===== src/design/rps_map.svh =====
// Overview of operation
// Power-on reset is made inside the block; no pin timing needed at power-up.
// Outside party holds the low reset input at least 100 ms, then releases.
// External reset on battery alone shuts down every generated supply.
// After a battery reset, stay off until the power button, then boot.
// With auto-restart set beforehand, a battery reset reboots at once.
// On 5 V, external reset resets only digital sections; supplies keep running.
// On 5 V reset with switching regulator running, revert to linear regulators.
// Real-time counter and alarm advance on a shared once-per-second pulse.
// Watchdog and millisecond counter advance on a common once-per-millisecond tick.
// Real-time counter, alarm and persistent bits stay alive in crystal domain.
// External reset is synchronised and filtered; only a full-length hold counts.
`ifndef RPS_MAP_SVH
`define RPS_MAP_SVH

// ****************************************
// Timing
// ****************************************
`define RPS_CLK_MHZ       125
`define RPS_RST_MIN_MS    100
`define RPS_POR_CYCLES    16
`define RPS_CYC_PER_MS    (`RPS_CLK_MHZ * 1000)
`define RPS_MS_PER_S      1000
`define RPS_BOOT_CYCLES   64

`endif


===== src/design/rps_pkg.sv =====
package rps_pkg;

    typedef enum logic [4:0] {
        RPS_POR   = 5'b0_0001,
        RPS_BOOT  = 5'b0_0010,
        RPS_RUN   = 5'b0_0100,
        RPS_OFF   = 5'b0_1000,
        RPS_DRST  = 5'b1_0000
    } rps_state_t;

endpackage : rps_pkg


===== src/design/rps_tick_gen.sv =====
`timescale 1ns/1ps
`include "rps_map.svh"

module rps_tick_gen
#(
    parameter int CYC_PER_MS = `RPS_CYC_PER_MS,
    parameter int MS_PER_S   = `RPS_MS_PER_S
)
(
    // Clock and reset
    input  wire logic mclk,
    input  wire logic rst,
    // Ticks
    output logic      ms_tick,
    output logic      sec_tick
);

    logic [31:0] cyc_cnt;
    logic [31:0] ms_cnt;
    wire         cyc_wrap = (cyc_cnt == 32'(CYC_PER_MS - 1));
    wire         ms_wrap  = (ms_cnt == 32'(MS_PER_S - 1));

    // ****************************************
    // Dividers
    // ****************************************
    always_ff @(posedge mclk)
    begin
        if (rst)
        begin
            cyc_cnt  <= 32'h0000_0000;
            ms_cnt   <= 32'h0000_0000;
            ms_tick  <= 1'b0;
            sec_tick <= 1'b0;
        end
        else
        begin
            cyc_cnt  <= cyc_wrap ? 32'h0000_0000 : cyc_cnt + 32'h0000_0001;
            ms_tick  <= cyc_wrap;
            sec_tick <= cyc_wrap && ms_wrap;
            if (cyc_wrap)
                ms_cnt <= ms_wrap ? 32'h0000_0000 : ms_cnt + 32'h0000_0001;
        end
    end

endmodule : rps_tick_gen


===== src/design/rps_sequencer.sv =====
`timescale 1ns/1ps
`include "rps_map.svh"

module rps_sequencer
#(
    parameter int RST_MIN_CYCLES = `RPS_RST_MIN_MS * `RPS_CYC_PER_MS,
    parameter int CYC_PER_MS     = `RPS_CYC_PER_MS,
    parameter int MS_PER_S       = `RPS_MS_PER_S,
    parameter int BOOT_CYCLES    = `RPS_BOOT_CYCLES
)
(
    // Always-on crystal domain clock and its own reset
    input  wire logic mclk,
    input  wire logic rst,
    // Pins
    input  wire logic external_reset_input_n,
    input  wire logic power_button_input,
    // Supply status and settings
    input  wire logic supply_5v_present,
    input  wire logic auto_restart_en,
    input  wire logic switching_regulator_req,
    // Power control
    output logic      supplies_on,
    output logic      switching_regulator_on,
    output logic      linear_regulators_on,
    output logic      digital_reset,
    // Time domains
    output logic      ms_tick,
    output logic      sec_tick,
    output logic      seq_state_run
);

    import rps_pkg::*;

    // ****************************************
    // Internal power-on reset
    // ****************************************
    // Counts from an all-zero power-up value; no pin needed
    logic [7:0] por_cnt = 8'h00;
    logic       por_done;
    assign por_done = (por_cnt == 8'(`RPS_POR_CYCLES));

    always_ff @(posedge mclk)
    begin
        if (!por_done)
            por_cnt <= por_cnt + 8'h01;
    end

    wire        int_rst = rst || !por_done;

    // ****************************************
    // Pin synchronisers
    // ****************************************
    logic [1:0] rstn_sync;
    logic [1:0] btn_sync;
    wire        rst_pin_low = !rstn_sync[1];
    wire        btn_pressed = btn_sync[1];

    always_ff @(posedge mclk)
    begin
        if (int_rst)
        begin
            rstn_sync <= 2'b11;
            btn_sync  <= 2'b00;
        end
        else
        begin
            rstn_sync <= {rstn_sync[0], external_reset_input_n};
            btn_sync  <= {btn_sync[0], power_button_input};
        end
    end

    // ****************************************
    // Minimum-hold filter
    // ****************************************
    // A glitch shorter than the hold time restarts the count
    logic [31:0] hold_cnt;
    logic        held;
    logic        held_d;
    wire         hold_full = (hold_cnt == 32'(RST_MIN_CYCLES - 1));
    wire         ext_rst_ev = held && !held_d;

    always_ff @(posedge mclk)
    begin
        if (int_rst)
        begin
            hold_cnt <= 32'h0000_0000;
            held     <= 1'b0;
            held_d   <= 1'b0;
        end
        else
        begin
            held_d <= held;
            if (!rst_pin_low)
            begin
                hold_cnt <= 32'h0000_0000;
                held     <= 1'b0;
            end
            else if (hold_full)
                held <= 1'b1;
            else
                hold_cnt <= hold_cnt + 32'h0000_0001;
        end
    end

    // ****************************************
    // Auto-restart captured ahead of the reset
    // ****************************************
    logic auto_armed;

    always_ff @(posedge mclk)
    begin
        if (int_rst)
            auto_armed <= 1'b0;
        else if (!rst_pin_low)
            auto_armed <= auto_restart_en;
    end

    // ****************************************
    // Sequencer
    // ****************************************
    rps_state_t  state;
    rps_state_t  next_state;
    logic [7:0]  boot_cnt;
    wire         boot_done = (boot_cnt == 8'(BOOT_CYCLES - 1));

    always_comb
    begin
        next_state = state;
        unique case (state)
            RPS_POR:  next_state = RPS_BOOT;
            RPS_BOOT: if (boot_done) next_state = RPS_RUN;
            RPS_RUN:
            begin
                if (ext_rst_ev)
                    next_state = supply_5v_present ? RPS_DRST : RPS_OFF;
            end
            RPS_OFF:
            begin
                // Waits for pin release so a held reset does not reboot
                if (!rst_pin_low && (auto_armed || btn_pressed))
                    next_state = RPS_BOOT;
            end
            RPS_DRST: if (!rst_pin_low) next_state = RPS_BOOT;
            default:  next_state = RPS_POR;
        endcase
    end

    always_ff @(posedge mclk)
    begin
        if (int_rst)
        begin
            state    <= RPS_POR;
            boot_cnt <= 8'h00;
        end
        else
        begin
            state    <= next_state;
            boot_cnt <= (state == RPS_BOOT) ? boot_cnt + 8'h01 : 8'h00;
        end
    end

    // ****************************************
    // Power outputs
    // ****************************************
    logic sw_reg;

    always_ff @(posedge mclk)
    begin
        if (int_rst)
        begin
            supplies_on   <= 1'b0;
            sw_reg        <= 1'b0;
            digital_reset <= 1'b1;
            seq_state_run <= 1'b0;
        end
        else
        begin
            supplies_on   <= (next_state != RPS_OFF) && (next_state != RPS_POR);
            // A 5 V reset drops back to the default linear path; a battery reset turns the linear regulators off too
            sw_reg        <= (next_state == RPS_RUN) && switching_regulator_req;
            digital_reset <= (next_state != RPS_RUN);
            seq_state_run <= (next_state == RPS_RUN);
        end
    end

    assign switching_regulator_on = sw_reg;
    assign linear_regulators_on   = supplies_on && !sw_reg;

    // ****************************************
    // Always-on time domains
    // ****************************************
    // Only the internal reset (power-on or the domain's own rst) clears these; external resets do not
    rps_tick_gen #(
        .CYC_PER_MS (CYC_PER_MS),
        .MS_PER_S   (MS_PER_S)
    ) u_ticks (
        .mclk     (mclk),
        .rst      (int_rst),
        .ms_tick  (ms_tick),
        .sec_tick (sec_tick)
    );

endmodule : rps_sequencer


===== config.mk =====
export PLATFORM = sky130hd
export DESIGN_NAME = rps_sequencer
export DESIGN_NICKNAME = d
export VERILOG_FILES = /design/src/design/rps_pkg.sv /design/src/design/rps_tick_gen.sv /design/src/design/rps_sequencer.sv
export VERILOG_INCLUDE_DIRS = /design/src /design/src/design
export SDC_FILE = /design/constraint.sdc
export NUM_CORES = 1
export LEC_CHECK = 0
export BUFFER_PORTS_ARGS = -buffer_cell sky130_fd_sc_hd__buf_4
export CORE_MARGIN = 2
export CORE_UTILIZATION = 62
export CTS_CLUSTER_SIZE = 10
export DETAILED_ROUTE_END_ITERATION = 10
export GPL_TIMING_DRIVEN = 0
export PLACE_DENSITY = 0.85
export SLEW_MARGIN = 30
export SYNTH_ARGS = -nofsm -noshare
export SYNTH_HDL_FRONTEND = slang
export SYNTH_SLANG_ARGS = --single-unit

===== constraint.sdc =====
create_clock -name mclk -period 3.4 [get_ports mclk]
set_clock_uncertainty 0.15 [all_clocks]
set_input_delay 0.68 -clock mclk [delete_from_list [all_inputs] [get_ports mclk]]
set_output_delay 0.68 -clock mclk [all_outputs]
set_load 0.01 [all_outputs]

==> results.cfg <==
[layout]
drive_gt1_frac = 0.0936
nets = 748
area_growth_pct = 13.9
multi_input_area_um2 = 3120
antenna_cells = 0
fin_util = 0.735
stdcell_count = 877
fillers = 670
register_area_um2 = 2680

[worst_setup_path]
critPathTopFamily = simple AND/OR/NAND/NOR gates
crit_top_cell = nor2_1
cp_cell_sequence = nor4b_1, nand3_1, nor2_1, nand2_1, clkbuf_1, nor2_1
critical_path_buf_inv_count = 1
crit_required_ps = 3690
path_max_fanout = 13
cp-end-kind = register
cpPeakStageDelay_ps = 710
cp_slowest_cell = nor2_1
reg2reg_slack_ps = 480
cp_data_arrival_time_ps = 3210
critPathLaunchType = register
path_class = reg -> reg

[timing]
report.final.slew_viol_count = 0
rsz0062_at_grt = no
setup_viol = 0
fmax_mhz = 342
max_slew_margin = 0.465
holdWs_ps = 194
worst_slew_pin_slew_ps = 791
fin_crit_sh = 0.859
finalSetupTns_ps = 0
period_minus_slack_ps = 2920
hold_viol_final = 0

[route]
via_count = 5292
vias_per_cell = 6.03
wire_per_inst_um = 15.1
drt_pre_antenna_iters = 5
wl_um = 13200
drc_errors = 0
drt_iter0_drc = 309
drtAntennaViolNets = 0

[power]
power_density_nw_per_um2 = 496
pwr-share-seq = 0.457
p_comb_frac = 0.022
p_sw_frac = 0.217
clkPwrFrac = 0.521
p_sw_w = 0.000738
peakVddDrop_mv = 0.349
p_int_w = 0.00266
p_leak_nw = 2.21

[clock_network]
h-tree-depth = 4
clkTransAtPathRegs_ps = 60
clock_path_buffers = 2
cts_tree = built
cts_setup_buffers = 0
clk_latency_ps = 530
clkSinkCount = 130
postCtsHoldBufs = 0
cts_made_buffers = 17
cts_resized = 0
cts_root_buf = clkbuf_8

[die]
num_rows = 35
die-area_um2 = 10500
initial_utilization = 0.645
ios = 14
die_y_um = 103
die_width_um = 103
core-area_um2 = 9330

[global_routing]
grt_pass1_wl_um = 22400
antenna_found_initial = 0
grt_pass1_vias = 5061
grt_use_total = 0.268
grt-ovfl-total = 0
grt_max_degree = 17

[synth]
synthAdderAreaFrac = 0.0125
synth_seq_cells = 130
synth_edf_count = 8
synthFlopType = dfxtp_1
synth.area.top_cells = dfxtp_1 41%, xnor2_1 6.8%, nor2_1 6.4%
yosys.cell_count.top_type = dfxtp_1
synth-compound-area-share = 0.0713
synth_nets = 716
synth_top_family_by_area = simple AND/OR/NAND/NOR gates
netlist_top_cells_count = 122 x dfxtp_1, 102 x nor2_1, 47 x xnor2_1, 38 x nand2_1, 36 x a21oi_1
synthSimpleGateAreaFrac = 0.323
synth_xor_area_frac = 0.108
post_synth.cell_area_avg_um2 = 8.56
synth_top_area_frac = 0.406
ys_warn_count = 0
yosysTopAreaCell = dfxtp_1
postSynthCellCount = 703
synthArstFlopShare = 0
synth_area_um2 = 6020
synth.area.mux_share = 0.00333
ys_types = 51
ys_seq_area_frac = 0.446

[placed_design]
place_hpwl_um = 8630
portBuffers = 13
dp.cells = 845
gp_congestion = 0.937

[status]
outcome = completed

[run]
maxCapViolations = 0

[min_path]
holdCritPathClass = in -> reg
==> stage by stage <==
stage                     worst slack [ps]  power (W)  instance area [um2]
after floorplan                       1050    0.00164                 6020
final                                  478    0.00340                 6860
after CTS                              442    0.00342                 6860
after global placement                 524    0.00166                 6280
after detailed placement               589    0.00166                 6280
after global routing                   291    0.00350                 6860
==> flip-flops by register name (all words and copies together), names as in the netlist <==
register / flops
por_cnt: 8
hold_cnt: 32
rstn_sync: 2
digital_reset: 1
seq_state_run: 1
switching_regulator_on: 1
btn_sync: 2
auto_armed: 1
supplies_on: 1
u_ticks.ms_tick: 1
u_ticks.cyc_cnt: 32
boot_cnt: 8
u_ticks.ms_cnt: 32
state: 5
held: 1
u_ticks.sec_tick: 1
held_d: 1
==> worst register-to-register path: cells and delay by family (launching register included) <==
family        cells  cell delay (ps)
flops             1              460
simple gates      5             1930
buf+inv           1              300
==> cell type report <==
type                            count  area share
Clock buffer                       21      0.0655
Buffer                             33      0.0237
Timing Repair Buffer               13      0.0142
Clock inverter                     11      0.0186
Sequential cell                   130       0.391
Inverter                           16     0.00876
Tap cell                          129      0.0235
Multi-Input combinational cell    524       0.454
==> metal layers <==
metal | vias up | track usage | share of wire
li1 | 2569 | - | -
met1 | 2514 | 0.312 | 0.42
met2 | 178 | 0.475 | 0.51
met3 | 31 | 0.0569 | 0.044
met4 | 0 | 0.117 | 0.022
met5 | - | 0 | 0
==> power by group through the flow <==
| stage | Combinational, W | Clock [W] | Sequential (W) |
|---|---|---|---|
| 2_1_floorplan | 0.0000484 | 0 | 0.00159 |
| 3_3_place_gp | 0.0000708 | 0 | 0.00159 |
| 3_5_place_dp | 0.0000730 | 0 | 0.00159 |
| 4_1_cts | 0.0000750 | 0.00179 | 0.00156 |
| 5_1_grt | 0.0000836 | 0.00186 | 0.00156 |
| 6_report | 0.0000749 | 0.00177 | 0.00156 |
==> logic make-up after synthesis <==
group | after synthesis
fa+ha+maj | 6
compound gates | 80
buf+inv | 49
simple gates | 362
flops | 130
mux | 2
xor+xnor | 74
==> placed cells by master, fill, tap and decap left out, types with 8 or more instances in the layout <==
cell / instances
dfxtp_1: 122
nor3_1: 18
clkbuf_16: 16
xnor2_1: 47
or3_1: 31
nor2_1: 102
nand2_1: 38
nand3_1: 35
a21oi_1: 36
clkbuf_1: 25
edfxtp_1: 8
nand4_1: 35
inv_1: 16
xor2_1: 27
nor4_1: 34
and3_1: 21
o21ai_0: 32
buf_4: 13
==> final timing paths <==
path | start | endpoint | cells after the start
setup / recovery | por_cnt[2]$_DFFE_PP_ | u_ticks.cyc_cnt[8]$_SDFF_PP0_ | 6
hold reg to reg | rstn_sync[0]$_SDFF_PP1_ | rstn_sync[1]$_SDFF_PP1_ | 1
setup reg to reg | por_cnt[2]$_DFFE_PP_ | u_ticks.cyc_cnt[8]$_SDFF_PP0_ | 6
hold / removal | external_reset_input_n | rstn_sync[0]$_SDFF_PP1_ | 2
Note: power is estimated with default switching activity, not from simulation.
